File: config.mk
export PLATFORM = sky130hd
export DESIGN_NAME = pip_irq_ctrl
export DESIGN_NICKNAME = d
export VERILOG_FILES = /design/src/rtl/pip_irq_ctrl.v
export VERILOG_INCLUDE_DIRS = /design/src /design/src/rtl
export SDC_FILE = /design/constraint.sdc
export NUM_CORES = 1
export LEC_CHECK = 0
export ABC_AREA = 1
export BUFFER_PORTS_ARGS = -buffer_cell sky130_fd_sc_hd__buf_2
export CAP_MARGIN = 20
export CORE_UTILIZATION = 30
export DETAILED_ROUTE_END_ITERATION = 7
export GPL_ROUTABILITY_DRIVEN = 0
export PLACE_DENSITY_LB_ADDON = 0.15
export SYNTH_ARGS = -nofsm -noshare
export SYNTH_HDL_FRONTEND = slang
export SYNTH_SLANG_ARGS = --single-unit
File: constraint.sdc
create_clock -name pclk -period 3.13 [get_ports pclk]
set_input_delay 0.313 -clock pclk [delete_from_list [all_inputs] [get_ports pclk]]
set_output_delay 0.313 -clock pclk [all_outputs]
set_load 0.005 [all_outputs]
File: src/rtl/pip_defs.vh
// Register map, field layout and reset values of the peripheral interrupt enable/priority block
`ifndef PIP_DEFS_VH
`define PIP_DEFS_VH

// Register byte offsets
`define PIP_OFS_EN1 12'h000
`define PIP_OFS_EN2 12'h004
`define PIP_OFS_EN3 12'h008
`define PIP_OFS_PR1 12'h00C
`define PIP_OFS_PR2 12'h010
`define PIP_OFS_PR3 12'h014
`define PIP_OFS_CTRL 12'h018
`define PIP_OFS_STAT 12'h01C

// Implemented bits of each register group
`define PIP_MASK_1 8'h7F
`define PIP_MASK_2 8'h95
`define PIP_MASK_3 8'h1F

// Reset values
`define PIP_EN_RST 8'h00
`define PIP_CTRL_RST 8'h00

// Control register fields
`define PIP_CTRL_LEVELS 0
`define PIP_CTRL_GROUP 1
`define PIP_CTRL_QMODE_LO 4
`define PIP_CTRL_QMODE_HI 6
`define PIP_CTRL_MASK 8'h73

// Shared positions in the third group
`define PIP_BIT_CAP3_DIR 3
`define PIP_BIT_CAP2_ENC 2

// Status register fields
`define PIP_STAT_HIGH 24
`define PIP_STAT_LOW 25
`define PIP_STAT_QEI 26

`endif

File: src/rtl/pip_irq_ctrl.v
// Peripheral interrupt enable and priority registers with high/low request routing
`timescale 1ns/1ps
`default_nettype none
`include "pip_defs.vh"

module pip_irq_ctrl #(
  parameter AW = 12
) (
  // Clock and reset
  input wire pclk,
  input wire presetn,
  // APB slave
  input wire psel,
  input wire penable,
  input wire pwrite,
  input wire [AW-1:0] paddr,
  input wire [31:0] pwdata,
  output reg [31:0] prdata,
  output reg pready,
  output reg pslverr,
  // Peripheral flags, level, set by the peripherals
  input wire [7:0] periph_flags_1,
  input wire [7:0] periph_flags_2,
  input wire [7:0] periph_flags_3,
  input wire dir_change_flag,
  input wire encoder_flag,
  // Requests toward the core
  output reg irq_high,
  output reg irq_low
);

  // Register state
  reg [7:0] en1_ff;
  reg [7:0] en2_ff;
  reg [7:0] en3_ff;
  reg [7:0] pr1_ff;
  reg [7:0] pr2_ff;
  reg [7:0] pr3_ff;
  reg [7:0] ctrl_ff;
  reg [7:0] sel_flags_3;
  reg [7:0] req1;
  reg [7:0] req2;
  reg [7:0] req3;
  reg nxt_high;
  reg nxt_low;
  reg mapped;
  reg [31:0] rd_mux;
  wire qei_active;
  wire levels_en;
  wire group_en;
  wire access;
  wire wr_take;
  // Next values of the registers
  reg [7:0] nxt_en1;
  reg [7:0] nxt_en2;
  reg [7:0] nxt_en3;
  reg [7:0] nxt_pr1;
  reg [7:0] nxt_pr2;
  reg [7:0] nxt_pr3;
  reg [7:0] nxt_ctrl;
  reg nxt_pready;
  reg nxt_pslverr;
  reg [31:0] nxt_prdata;
  // Flat per-source vectors, group 1 in the low byte
  wire [23:0] flag_vec;
  wire [23:0] en_vec;
  wire [23:0] pr_vec;
  wire [23:0] impl_vec;
  wire [23:0] req_vec;
  wire [23:0] hi_vec;
  wire [23:0] lo_vec;
  genvar gi;

  assign qei_active = |ctrl_ff[`PIP_CTRL_QMODE_HI:`PIP_CTRL_QMODE_LO];
  assign levels_en = ctrl_ff[`PIP_CTRL_LEVELS];
  assign group_en = ctrl_ff[`PIP_CTRL_GROUP];
  // One wait state: access phase first sees pready low, then high
  assign access = psel & penable;
  assign wr_take = access & pready & pwrite;

  // Shared flag positions pick capture or encoder source
  always @* begin
    sel_flags_3 = periph_flags_3;
    sel_flags_3[`PIP_BIT_CAP3_DIR] = qei_active ? dir_change_flag : periph_flags_3[`PIP_BIT_CAP3_DIR];
    sel_flags_3[`PIP_BIT_CAP2_ENC] = qei_active ? encoder_flag : periph_flags_3[`PIP_BIT_CAP2_ENC];
  end

  // Flat source vectors; shared positions already steered above
  assign flag_vec = {sel_flags_3, periph_flags_2, periph_flags_1};
  assign en_vec = {en3_ff, en2_ff, en1_ff};
  assign pr_vec = {pr3_ff, pr2_ff, pr1_ff};
  assign impl_vec = {`PIP_MASK_3, `PIP_MASK_2, `PIP_MASK_1};

  // Per-source gating, one slice per flag bit
  generate
    for (gi = 0; gi < 24; gi = gi + 1) begin : g_src
      assign req_vec[gi] = flag_vec[gi] & en_vec[gi] & impl_vec[gi];
      assign hi_vec[gi] = req_vec[gi] & pr_vec[gi];
      assign lo_vec[gi] = req_vec[gi] & ~pr_vec[gi];
    end
  endgenerate

  // Request gating and level routing
  // Priority bits are kept even when unused, so software can set them first
  always @* begin
    req1 = req_vec[7:0];
    req2 = req_vec[15:8];
    req3 = req_vec[23:16];
    if (levels_en) begin
      nxt_high = |hi_vec;
      nxt_low = |lo_vec;
    end else begin
      nxt_high = group_en & (|req1 | |req2 | |req3);
      nxt_low = 1'b0;
    end
  end

  // Read decode; status shows live request state
  always @* begin
    mapped = 1'b1;
    rd_mux = 32'h0000_0000;
    case (paddr)
      `PIP_OFS_EN1: rd_mux[7:0] = en1_ff;
      `PIP_OFS_EN2: rd_mux[7:0] = en2_ff;
      `PIP_OFS_EN3: rd_mux[7:0] = en3_ff;
      `PIP_OFS_PR1: rd_mux[7:0] = pr1_ff;
      `PIP_OFS_PR2: rd_mux[7:0] = pr2_ff;
      `PIP_OFS_PR3: rd_mux[7:0] = pr3_ff;
      `PIP_OFS_CTRL: rd_mux[7:0] = ctrl_ff;
      `PIP_OFS_STAT: begin
        rd_mux[23:0] = {req3, req2, req1};
        rd_mux[`PIP_STAT_HIGH] = irq_high;
        rd_mux[`PIP_STAT_LOW] = irq_low;
        rd_mux[`PIP_STAT_QEI] = qei_active;
      end
      default: mapped = 1'b0;
    endcase
  end

  // APB next state; the answer always comes in the second access cycle
  always @* begin
    nxt_pready = access & ~pready;
    nxt_pslverr = access & ~pready & ~mapped;
    nxt_prdata = prdata;
    // Capture once, so data stands until the next read
    if (access && !pready && !pwrite) begin
      nxt_prdata = rd_mux;
    end
  end

  // APB handshake and read data registers
  always @(posedge pclk or negedge presetn) begin
    if (!presetn) begin
      pready <= 1'b0;
      pslverr <= 1'b0;
      prdata <= 32'h0000_0000;
    end else begin
      pready <= nxt_pready;
      pslverr <= nxt_pslverr;
      prdata <= nxt_prdata;
    end
  end

  // Register writes take effect only at the edge where pready is high
  // Enable group 1 next value; only bits 6..0 can be set
  always @* begin
    nxt_en1 = en1_ff;
    if (wr_take && paddr == `PIP_OFS_EN1) begin
      nxt_en1 = pwdata[7:0] & `PIP_MASK_1;
    end
  end

  // Enable group 1 register
  always @(posedge pclk or negedge presetn) begin
    if (!presetn) begin
      en1_ff <= `PIP_EN_RST;
    end else begin
      en1_ff <= nxt_en1;
    end
  end

  // Enable group 2 next value; bits 7, 4, 2, 0 only
  always @* begin
    nxt_en2 = en2_ff;
    if (wr_take && paddr == `PIP_OFS_EN2) begin
      nxt_en2 = pwdata[7:0] & `PIP_MASK_2;
    end
  end

  // Enable group 2 register
  always @(posedge pclk or negedge presetn) begin
    if (!presetn) begin
      en2_ff <= `PIP_EN_RST;
    end else begin
      en2_ff <= nxt_en2;
    end
  end

  // Enable group 3 next value; bits 4..0 only
  always @* begin
    nxt_en3 = en3_ff;
    if (wr_take && paddr == `PIP_OFS_EN3) begin
      nxt_en3 = pwdata[7:0] & `PIP_MASK_3;
    end
  end

  // Enable group 3 register
  always @(posedge pclk or negedge presetn) begin
    if (!presetn) begin
      en3_ff <= `PIP_EN_RST;
    end else begin
      en3_ff <= nxt_en3;
    end
  end

  // Priority group 1 next value
  always @* begin
    nxt_pr1 = pr1_ff;
    if (wr_take && paddr == `PIP_OFS_PR1) begin
      nxt_pr1 = pwdata[7:0] & `PIP_MASK_1;
    end
  end

  // Priority group 1 register; all sources start at high level
  always @(posedge pclk or negedge presetn) begin
    if (!presetn) begin
      pr1_ff <= `PIP_MASK_1;
    end else begin
      pr1_ff <= nxt_pr1;
    end
  end

  // Priority group 2 next value
  always @* begin
    nxt_pr2 = pr2_ff;
    if (wr_take && paddr == `PIP_OFS_PR2) begin
      nxt_pr2 = pwdata[7:0] & `PIP_MASK_2;
    end
  end

  // Priority group 2 register
  always @(posedge pclk or negedge presetn) begin
    if (!presetn) begin
      pr2_ff <= `PIP_MASK_2;
    end else begin
      pr2_ff <= nxt_pr2;
    end
  end

  // Priority group 3 next value
  always @* begin
    nxt_pr3 = pr3_ff;
    if (wr_take && paddr == `PIP_OFS_PR3) begin
      nxt_pr3 = pwdata[7:0] & `PIP_MASK_3;
    end
  end

  // Priority group 3 register
  always @(posedge pclk or negedge presetn) begin
    if (!presetn) begin
      pr3_ff <= `PIP_MASK_3;
    end else begin
      pr3_ff <= nxt_pr3;
    end
  end

  // Control next value; status and unmapped writes leave it alone
  always @* begin
    nxt_ctrl = ctrl_ff;
    if (wr_take && paddr == `PIP_OFS_CTRL) begin
      nxt_ctrl = pwdata[7:0] & `PIP_CTRL_MASK;
    end
  end

  // Control register; levels and group enable start off
  always @(posedge pclk or negedge presetn) begin
    if (!presetn) begin
      ctrl_ff <= `PIP_CTRL_RST;
    end else begin
      ctrl_ff <= nxt_ctrl;
    end
  end

  // Registered request outputs, one cycle after flag or setting changes
  always @(posedge pclk or negedge presetn) begin
    if (!presetn) begin
      irq_high <= 1'b0;
      irq_low <= 1'b0;
    end else begin
      irq_high <= nxt_high;
      irq_low <= nxt_low;
    end
  end

endmodule // pip_irq_ctrl
`default_nettype wire

==> run metrics, run 1 <==
run status=completed; slew at the pin closest to its max-slew limit=0.794 ns; number of distinct standard cells referenced by the synthesized netlist=26; fraction of layout instances using a drive strength above 1=23.4%; number of failing hold endpoints at the final stage=0; Antenna Nets Post-Route=0; clk sink count=61; number of primary I/O pins=111; Switching Power=0.000404 W; initial antenna violation count=0; Site Rows=38; area of the placeable core=11000 µm²; arrival time of data at the critical path endpoint=2.04 ns; port buffer count=66; Max clock buf depth=2; DRC marker count from the first detailed-route iteration=219; xor/xnor share of the synthesized area=0%; starting utilization of the core area=31.3%; Congestion Overflow GR=0; DRC violation count after routing=0; part of the total power dissipated in sequential elements=40.5%; average wire per cell in the routed design=15.1 µm; total of warnings raised by yosys=0; height of the die=109 µm; clock slew seen by the registers of the worst setup and hold paths=0.05 ns; worst hold path class=in2async; leading cell type in the layout, fill and taps excluded=sky130_fd_sc_hd__nand2_1; total number of vias=3264; setup violation total in the final timing report=0; Avg Inst Size Synth=7.29 µm²; required time of the critical path=3.33 ns; via count of the first global-routing pass=3138; Setup Skew=0.00926 ns; placed cell areas=3860 µm²; fmax=544 MHz; master cell of the clock root buffer=sky130_fd_sc_hd__clkbuf_16; Avg Vias per Cell=4.75; mux cell area share after synthesis=0%; final count of pins violating max slew=0; overall track demand over capacity in global routing=18.9%; cts repair resizes=0; Ant. Diodes=0; total standard cell area after synthesis=3460 µm²; relative slew slack=47.0%; Nets=617; post-synthesis cell count=474; post-route cell area=4190 µm²; unrepaired setup endpoints after global routing=no; PwrDens=468 nW/µm²; Max IR drop VDD=0.193 mV; sequential element share of the synthesized area=44.7%; critical-path maximum fanout=20; worst skew pair latency=0.33 ns; half-perimeter wire length after placement=7930 µm; width of the die=109 µm; maximum level of the CTS H-tree=3; layout-stage area growth over the synthesis result=21.1%; largest family of logic cells by synthesized area=simple AND/OR/NAND/NOR gates; nature of the critical path endpoint=register; CP startpoint kind=register; highest-count cells in the layout ignoring fill and taps=sky130_fd_sc_hd__nand2_1, sky130_fd_sc_hd__buf_2, sky130_fd_sc_hd__nand3_1, sky130_fd_sc_hd__dfrtp_1, sky130_fd_sc_hd__nor2_1; #FFs+latches synth=61; CTS Buf Count=9; cell count of the worst reg-to-reg path=6; largest net degree at the start of global routing=62; leakage power total=2.20 nW; simple-gate area share of the yosys netlist=36.3%; synthesized-area fraction occupied by ao, oa, aoi and oai cells=9.55%; summed negative setup slack over all endpoints=0 ns; overall die area=12000 µm²; max_cap viols=0; CTS tree=built; Internal Dissipation=0.00156 W; post-layout minimum cycle time=1.84 ns; router iterations before antenna repair=5; critical path class=reg2reg; final worst path period share=58.8%; Clock power frac=54.8%; Routed WL=10300 µm; hold bufs inserted after CTS=0; Combinational Power Share=4.7%; switching share of total power=20.6%; post-CTS setup buffer count=0; Adder-Cell Fraction of Synth Area=0%; first-pass GRT wire length=16600 µm
==> path summary, 6_finish.rpt <==
| path | slack, ns | to | from |
|---|---|---|---|
| worst max register to register | 1.29 | prdata[18] | pready |
| max in group asynchronous | 2.44 | en2_ff[2] | presetn |
| worst max-delay path | 1.29 | prdata[18] | pready |
| worst min register to register | 0.46 | pready | pready |
| min in group pclk | 0.23 | pr2_ff[7] | pwdata[7] |
| worst min-delay path | 0.14 | pready | presetn |
==> worst max-delay path, cell delays in order, from the launching register on <==
cell and delay [ns]:
sky130_fd_sc_hd__dfrtp_1 0.38, sky130_fd_sc_hd__nor2_1 0.14, sky130_fd_sc_hd__inv_1 0.10, sky130_fd_sc_hd__nor2_2 0.40
sky130_fd_sc_hd__inv_1 0.43, sky130_fd_sc_hd__nand2_1 0.18, sky130_fd_sc_hd__o31ai_2 0.07
==> cell usage after synthesis <==
library cell               instances  area, µm²
sky130_fd_sc_hd__clkbuf_1          1       3.75
sky130_fd_sc_hd__nand2_2           8       50.1
sky130_fd_sc_hd__inv_2             2       7.51
sky130_fd_sc_hd__o31ai_2           2       25.0
sky130_fd_sc_hd__nor3_1            3       15.0
sky130_fd_sc_hd__nand2_1         162        608
sky130_fd_sc_hd__nor2_2            8       50.1
sky130_fd_sc_hd__dfrtp_1          45       1130
sky130_fd_sc_hd__a21oi_1           3       15.0
sky130_fd_sc_hd__nand4_2           2       25.0
sky130_fd_sc_hd__nor2_1           44        165
sky130_fd_sc_hd__inv_4             1       6.26
sky130_fd_sc_hd__o21ai_1          30        150
sky130_fd_sc_hd__buf_4            16        120
sky130_fd_sc_hd__nor2_4            4       45.0
sky130_fd_sc_hd__nand3_1          46        230
sky130_fd_sc_hd__o21ai_0          28        140
sky130_fd_sc_hd__nand3_2           1       10.0
sky130_fd_sc_hd__nand4_1           3       18.8
sky130_fd_sc_hd__nor2_8            1       20.0
sky130_fd_sc_hd__nand3_4           1       17.5
sky130_fd_sc_hd__buf_2             3       15.0
sky130_fd_sc_hd__dfstp_2          16        420
sky130_fd_sc_hd__conb_1            1       3.75
sky130_fd_sc_hd__buf_6             1       11.3
sky130_fd_sc_hd__inv_1            42        158
==> sequential cells by signal, summed over array words and instances, names as in the netlist <==
| register | count |
|---|---|
| ctrl_ff | 5 |
| irq_high | 1 |
| pslverr | 1 |
| en1_ff | 7 |
| en3_ff | 5 |
| pready | 1 |
| en2_ff | 4 |
| pr2_ff | 4 |
| pr3_ff | 5 |
| irq_low | 1 |
| pr1_ff | 7 |
| prdata | 20 |
==> area by class of cell <==
cell class | count | area, µm²
fill | 1212 | 6840
sequential | 61 | 1550
clock buffer | 12 | 256
tap | 140 | 175
timing repair buffer | 67 | 338
multi-input combinational | 358 | 1630
clock inverter | 4 | 70.1
inverter | 45 | 171
==> routing by layer <==
| metal | up-vias | routed length (µm) | GRT usage (%) |
|---|---|---|---|
| li1 | 1630 | - | - |
| met1 | 1515 | 5080 | 26.7 |
| met2 | 107 | 4470 | 29.1 |
| met3 | 12 | 645 | 3.56 |
| met4 | 0 | 140 | 6.29 |
| met5 | - | 0 | 0 |
==> kinds of logic (layout without fill, tap and decap cells) <==
family,after synthesis,in the layout
and+or+nand+nor,283,283
buffers and inverters,66,128
AOI/OAI and AO/OA,63,63
DFF,61,61
other,1,12
==> through the flow <==
step           setup slack, ns  hold WS, ns  total power (W)  utilization [%]  std cells
2_1_floorplan             1.91       0.0174         0.000853                -        485
5_1_grt                   1.04        0.232          0.00203             38.0        687
6_report                  1.29        0.136          0.00196             38.0        687
3_3_place_gp              1.18        0.448         0.000899             35.0        671
4_1_cts                   1.23        0.190          0.00199             38.0        687
3_5_place_dp              1.14        0.456         0.000900             35.0        671
==> power by group through the flow <==
stage / clock network [W] / registers (W) / logic, W
final: 0.00107 / 0.000793 / 0.0000922
after global placement: 0 / 0.000806 / 0.0000934
after CTS: 0.00110 / 0.000793 / 0.0000946
after global routing: 0.00113 / 0.000793 / 0.000106
after detailed placement: 0 / 0.000806 / 0.0000943
after floorplan: 0 / 0.000806 / 0.0000468
No activity file was read; power rests on OpenSTA's default activity.
==> inputs of run 2 (changes only) <==
==> constraint.sdc (replaced) <==
create_clock -name pclk -period 1.7 [get_ports pclk]
set_input_delay 0.17 -clock pclk [delete_from_list [all_inputs] [get_ports pclk]]
set_output_delay 0.17 -clock pclk [all_outputs]
set_load 0.005 [all_outputs]
==> run 2 against run 1 <==
Global-route usage shrank 0.44 points. Combinational power grew 95%. First-iteration DRC count grew 9.6%. Flip-flop and latch count is the same. Non-clock buffer count grew 5. Via count shrank 0.46%. Final area grew 1.6%. Sequential share of layout area shrank 0.56 points. Largest cell class unchanged. Largest power group unchanged.
==> run metrics, run 2 (synthesized netlist as in run 1, its figures left out) <==
fmax=667 MHz; GRT Max-Usage Layer=met2; starting utilization of the core area=31.3%; area of the placeable core=11000 µm²; core occupancy in the finished layout=38.6%; Max clock buf depth=2; Congestion Overflow GR=0; port buffer count=66; router iterations before antenna repair=5; critical path class=reg2reg; worst stage delay on the critical path=0.38 ns; Antenna Nets Post-Route=0; setup violation total in the final timing report=0; dominant cell type by count on the critical path=sky130_fd_sc_hd__inv_1; switching share of total power=20.6%; Worst R2R Setup Slack=0.20 ns; area taken by multi-input logic gates=1630 µm²; overall die area=12000 µm²; registers with the most flip-flops=prdata (20), en1_ff (7), pr1_ff (7); hold endpoint=pr2_ff[7]; leakage power total=2.23 nW; Max IR drop VDD=0.314 mV; Ant. Diodes=0; Internal Dissipation=0.00288 W; worst hold start=pwdata[7]; height of the die=109 µm; average wire per cell in the routed design=15.1 µm; PwrDens=852 nW/µm²; fraction of met3 tracks used by global routing=3.14%; first-pass GRT wire length=16300 µm; required time of the critical path=1.90 ns; Combinational Power Share=5.0%; Nets=622; max_cap viols=0; number of filler cells placed in the layout=1192; kind of cell with the highest combined delay on the critical path=simple AND/OR/NAND/NOR gates; post-CTS setup buffer count=0; slew at the pin closest to its max-slew limit=0.583 ns; worst skew pair latency=0.32 ns; Clock power frac=54.7%; number of primary I/O pins=111; largest net degree at the start of global routing=62; cell count of the worst reg-to-reg path=6; Avg Vias per Cell=4.70; number of flip-flops in the largest register=20; half-perimeter wire length after placement=8030 µm; nature of the critical path endpoint=register; clk sink count=61; worst hold path class=in2reg; number of cells in the finished layout apart from fillers=692; CP startpoint kind=register; fraction of layout instances using a drive strength above 1=23.9%; Reg area=1550 µm²; arrival time of data at the critical path endpoint=1.70 ns; initial antenna violation count=0; width of the die=109 µm; relative slew slack=61.1%; WHS Path Cells=3; part of the total power dissipated in sequential elements=40.3%; GRT met1 Usage=26.7%; hold slack final=0.0918 ns; FF-to-FF End=prdata[19]; Site Rows=38; master cell of the clock root buffer=sky130_fd_sc_hd__clkbuf_16; maximum level of the CTS H-tree=3; overall track demand over capacity in global routing=18.5%; number of failing hold endpoints at the final stage=0; critical-path cell list=nor2_1 -> inv_1 -> nor2_2 -> inv_1 -> nand2_1 -> o31ai_2; Setup Skew=0.00530 ns; worst path buffer plus inverter count=2; final worst path period share=88.2%; total placed cells including tap cells=675; run status=completed; DRC violation count after routing=0; Switching Power=0.000748 W; layout-stage area growth over the synthesis result=23.0%; worst r2r src=pready; critical-path maximum fanout=20; summed negative setup slack over all endpoints=0 ns; DRC marker count from the first detailed-route iteration=240; leading cell type in the layout, fill and taps excluded=sky130_fd_sc_hd__nand2_1; post-layout minimum cycle time=1.50 ns; CTS Buf Count=9; Biggest register=prdata; Routed WL=10400 µm; Slowest-stage cell, CP=sky130_fd_sc_hd__dfrtp_1; via count of the first global-routing pass=3064; clock slew seen by the registers of the worst setup and hold paths=0.05 ns; highest-count cells in the layout ignoring fill and taps=sky130_fd_sc_hd__nand2_1, sky130_fd_sc_hd__buf_2, sky130_fd_sc_hd__nand3_1, sky130_fd_sc_hd__dfrtp_1, sky130_fd_sc_hd__nor2_1; unrepaired setup endpoints after global routing=no; met2 usage=27.9%; final count of pins violating max slew=0; CTS tree=built; total number of vias=3249
[run 2: changes by cell type in the layout (fill, tap and decap cells not counted)]
cell / previous run / this run
sky130_fd_sc_hd__buf_12: 0 / 2
sky130_fd_sc_hd__dlygate4sd3_1: 0 / 1
sky130_fd_sc_hd__buf_4: 1 / 3
[run 2: power by group through the flow]
| stage | Clock, W | Sequential, W | Combinational (W) |
|---|---|---|---|
| floorplan | 0 | 0.00148 | 0.0000863 |
| global placement | 0 | 0.00148 | 0.000180 |
| detailed placement | 0 | 0.00148 | 0.000182 |
| CTS | 0.00204 | 0.00146 | 0.000185 |
| global route | 0.00210 | 0.00146 | 0.000205 |
| finish | 0.00198 | 0.00146 | 0.000180 |
[run 2: cell type report]
| class | instances | area share (%) |
|---|---|---|
| repair buffers | 72 | 9.47 |
| clock inverters | 4 | 1.65 |
| clock buffers | 12 | 6.03 |
| flip-flops and latches | 61 | 36.4 |
| well taps | 140 | 4.12 |
| inverters | 45 | 4.03 |
| multi-input cells | 358 | 38.3 |
[run 2: what timing repair did]
action                                 CTS  global route
hold buffers                             1             0
endpoints found under the hold margin   45             0
resized for setup                        0             0
[run 2: per-layer routing]
metal  up-vias  wire [µm]
li1       1635          -
met1      1505       5290
met2        97       4440
met3        12        508
met4         0        173
met5         -          0
[run 2: worst max-delay path by stage]
stage,depth (start not counted),start,slack [ns],endpoint
after detailed placement,8,paddr[11],0.16,prdata[26]
after floorplan,8,ctrl_ff[4],0.49,irq_high
final,6,pready,0.20,prdata[19]
after global routing,6,pready,0.04,prdata[26]
after global placement,6,pready,0.23,prdata[19]
after CTS,6,pready,0.19,prdata[19]
[run 2: through the flow]
step | power [W] | worst slack (ns) | cell area, µm²
finish | 0.00362 | 0.201 | 4250
global route | 0.00376 | 0.0427 | 4250
CTS | 0.00368 | 0.194 | 4250
detailed placement | 0.00167 | 0.161 | 3920
global placement | 0.00166 | 0.233 | 3920
floorplan | 0.00157 | 0.488 | 3500
[run 2: tightest hold or removal path: cells and delay by family]
family | cells | cell delay (ns)
buffers and inverters | 2 | 0.14
AO/OA/AOI/OAI | 1 | 0.08
==> inputs of run 3 (changes only) <==
--- a/config.mk
+++ b/config.mk
@@ -13,6 +13,7 @@
 export DETAILED_ROUTE_END_ITERATION = 7
 export GPL_ROUTABILITY_DRIVEN = 0
 export PLACE_DENSITY_LB_ADDON = 0.15
+export RECOVER_POWER = 25
 export SYNTH_ARGS = -nofsm -noshare
 export SYNTH_HDL_FRONTEND = slang
 export SYNTH_SLANG_ARGS = --single-unit
==> constraint.sdc (replaced) <==
create_clock -name pclk -period 1.7 [get_ports pclk]
set_input_delay 0.085 -clock pclk [delete_from_list [all_inputs] [get_ports pclk]]
set_output_delay 0.085 -clock pclk [all_outputs]
set_load 0.005 [all_outputs]
==> run 3 against run 2 <==
Clock power shrank 15%. Combinational power shrank 3%. Non-clock buffer count is the same. Clock-buffer cell count grew 2. Utilization shrank 0.68 points.
==> run metrics, run 3 (synthesized netlist as in run 1, its figures left out) <==
run status=completed; fraction of layout instances using a drive strength above 1=23.4%; cell count of the worst reg-to-reg path=6; part of the total power dissipated in sequential elements=44.0%; final worst path period share=86.3%; arrival time of data at the critical path endpoint=1.68 ns; Nets=622; number of primary I/O pins=111; port buffer count=66; via count of the first global-routing pass=3055; Ant. Diodes=0; largest net degree at the start of global routing=62; Internal Dissipation=0.00258 W; master cell of the clock root buffer=sky130_fd_sc_hd__clkbuf_16; total number of vias=3264; unrepaired setup endpoints after global routing=no; DRC marker count from the first detailed-route iteration=230; leakage power total=2.20 nW; clk sink count=61; setup violation total in the final timing report=0; half-perimeter wire length after placement=7940 µm; Antenna Nets Post-Route=0; worst r2r src=pready; final count of pins violating max slew=0; first-pass GRT wire length=16500 µm; fmax=681 MHz; worst skew pair latency=0.33 ns; CTS tree=built; starting utilization of the core area=31.3%; width of the die=109 µm; CTS Buf Count=9; overall track demand over capacity in global routing=18.7%; post-layout minimum cycle time=1.47 ns; relative slew slack=44.8%; number of filler cells placed in the layout=1221; Combinational Power Share=5.3%; area of the placeable core=11000 µm²; summed negative setup slack over all endpoints=0 ns; worst hold path class=in2reg; Max IR drop VDD=0.412 mV; leading cell type in the layout, fill and taps excluded=sky130_fd_sc_hd__nand2_1; sum of internal, switching and leakage power=0.00332 W; switching share of total power=22.4%; slew at the pin closest to its max-slew limit=0.829 ns; height of the die=109 µm; CP startpoint kind=register; initial antenna violation count=0; number of flip-flops in the largest register=20; Congestion Overflow GR=0; Site Rows=38; critical path class=reg2reg; FF-to-FF End=prdata[19]; router iterations before antenna repair=5; DRC violation count after routing=0; critical-path maximum fanout=20; worst hold start=pwdata[5]; max_cap viols=0; maximum level of the CTS H-tree=3; Switching Power=0.000743 W; clock slew seen by the registers of the worst setup and hold paths=0.05 ns; WHS Path Cells=3; Clock power frac=50.7%; highest-count cells in the layout ignoring fill and taps=sky130_fd_sc_hd__nand2_1, sky130_fd_sc_hd__buf_2, sky130_fd_sc_hd__nand3_1, sky130_fd_sc_hd__dfrtp_1, sky130_fd_sc_hd__nor2_1; Biggest register=prdata; Avg Vias per Cell=4.72; PwrDens=794 nW/µm²; Setup Skew=0.00442 ns; registers with the most flip-flops=prdata (20), en1_ff (7), pr1_ff (7); nature of the critical path endpoint=register; layout-stage area growth over the synthesis result=20.8%; Worst R2R Setup Slack=0.23 ns; Routed WL=10300 µm; Max clock buf depth=2; number of failing hold endpoints at the final stage=0; overall die area=12000 µm²; hold endpoint=pr1_ff[5]; required time of the critical path=1.91 ns; average wire per cell in the routed design=14.9 µm
==> run 3: changes by cell type in the layout (fill, tap and decap cells not counted) <==
cell,delta
sky130_fd_sc_hd__o21ai_1,+1
sky130_fd_sc_hd__dlygate4sd3_1,+1
sky130_fd_sc_hd__clkbuf_1,+2
sky130_fd_sc_hd__buf_12,-2
sky130_fd_sc_hd__clkbuf_4,+1
sky130_fd_sc_hd__o21ai_0,-1
sky130_fd_sc_hd__bufinv_16,-2
==> run 3: worst max path at each step <==
stage                     from         end  slack (ns)  cells past startpoint
floorplan           ctrl_ff[4]    irq_high        0.49                      8
global placement    ctrl_ff[4]    irq_high        0.26                      8
detailed placement  ctrl_ff[4]    irq_high        0.18                      8
CTS                 ctrl_ff[4]    irq_high        0.17                      8
global route            pready  prdata[19]        0.07                      6
finish                  pready  prdata[19]        0.23                      6
==> run 3: what timing repair did <==
action,4_1_cts,5_1_grt
hold buffers,2,0
endpoints found under the hold margin,46,0
buffers inserted,0,0
endpoints found under the setup margin,0,1
gates resized for setup,0,1
==> run 3: area by class of cell <==
class                      instances  area, µm²  share of cell area (%)
inverter                          45        171                    4.10
tap                              140        175                    4.19
multi-input combinational        358       1630                    39.0
clock buffer                      14        264                    6.32
sequential                        61       1550                    37.0
timing repair buffer              72        380                    9.10
clock inverter                     2       10.0                   0.240
==> run 3: metal layers <==
metal	part of all wire (%)	GRT usage (%)	routed length [µm]
met5	0	0	0
met4	1.8	6.57	190
met3	5.2	3.44	533
met2	43	28.3	4390
met1	50	26.8	5190
==> run 3: metrics by stage <==
stage / area, µm² / worst slack (ns) / hold WS (ns) / std cells / utilization, %
floorplan: 3500 / 0.488 / -0.211 / 485 / -
global placement: 3900 / 0.259 / 0.121 / 674 / 35.3
detailed placement: 3900 / 0.176 / 0.122 / 674 / 35.3
CTS: 4190 / 0.171 / 0.0244 / 692 / 38.0
global route: 4180 / 0.0706 / 0.0372 / 692 / 37.9
finish: 4180 / 0.233 / 0.0237 / 692 / 37.9
==> run 3: critical path, cell delays in order, from the launching register on <==
cell                      delay [ns]
sky130_fd_sc_hd__dfrtp_1        0.38
sky130_fd_sc_hd__nor2_1         0.13
sky130_fd_sc_hd__inv_1          0.09
sky130_fd_sc_hd__nor2_2         0.17
sky130_fd_sc_hd__inv_1          0.31
sky130_fd_sc_hd__nand2_1        0.18
sky130_fd_sc_hd__o31ai_2        0.08
==> run 3: power by group through the flow <==
stage,clock [W],combinational (W),sequential [W]
6_report,0.00168,0.000175,0.00146
5_1_grt,0.00179,0.000199,0.00146
4_1_cts,0.00172,0.000183,0.00146
3_5_place_dp,0,0.000179,0.00148
3_3_place_gp,0,0.000178,0.00148
2_1_floorplan,0,0.0000863,0.00148
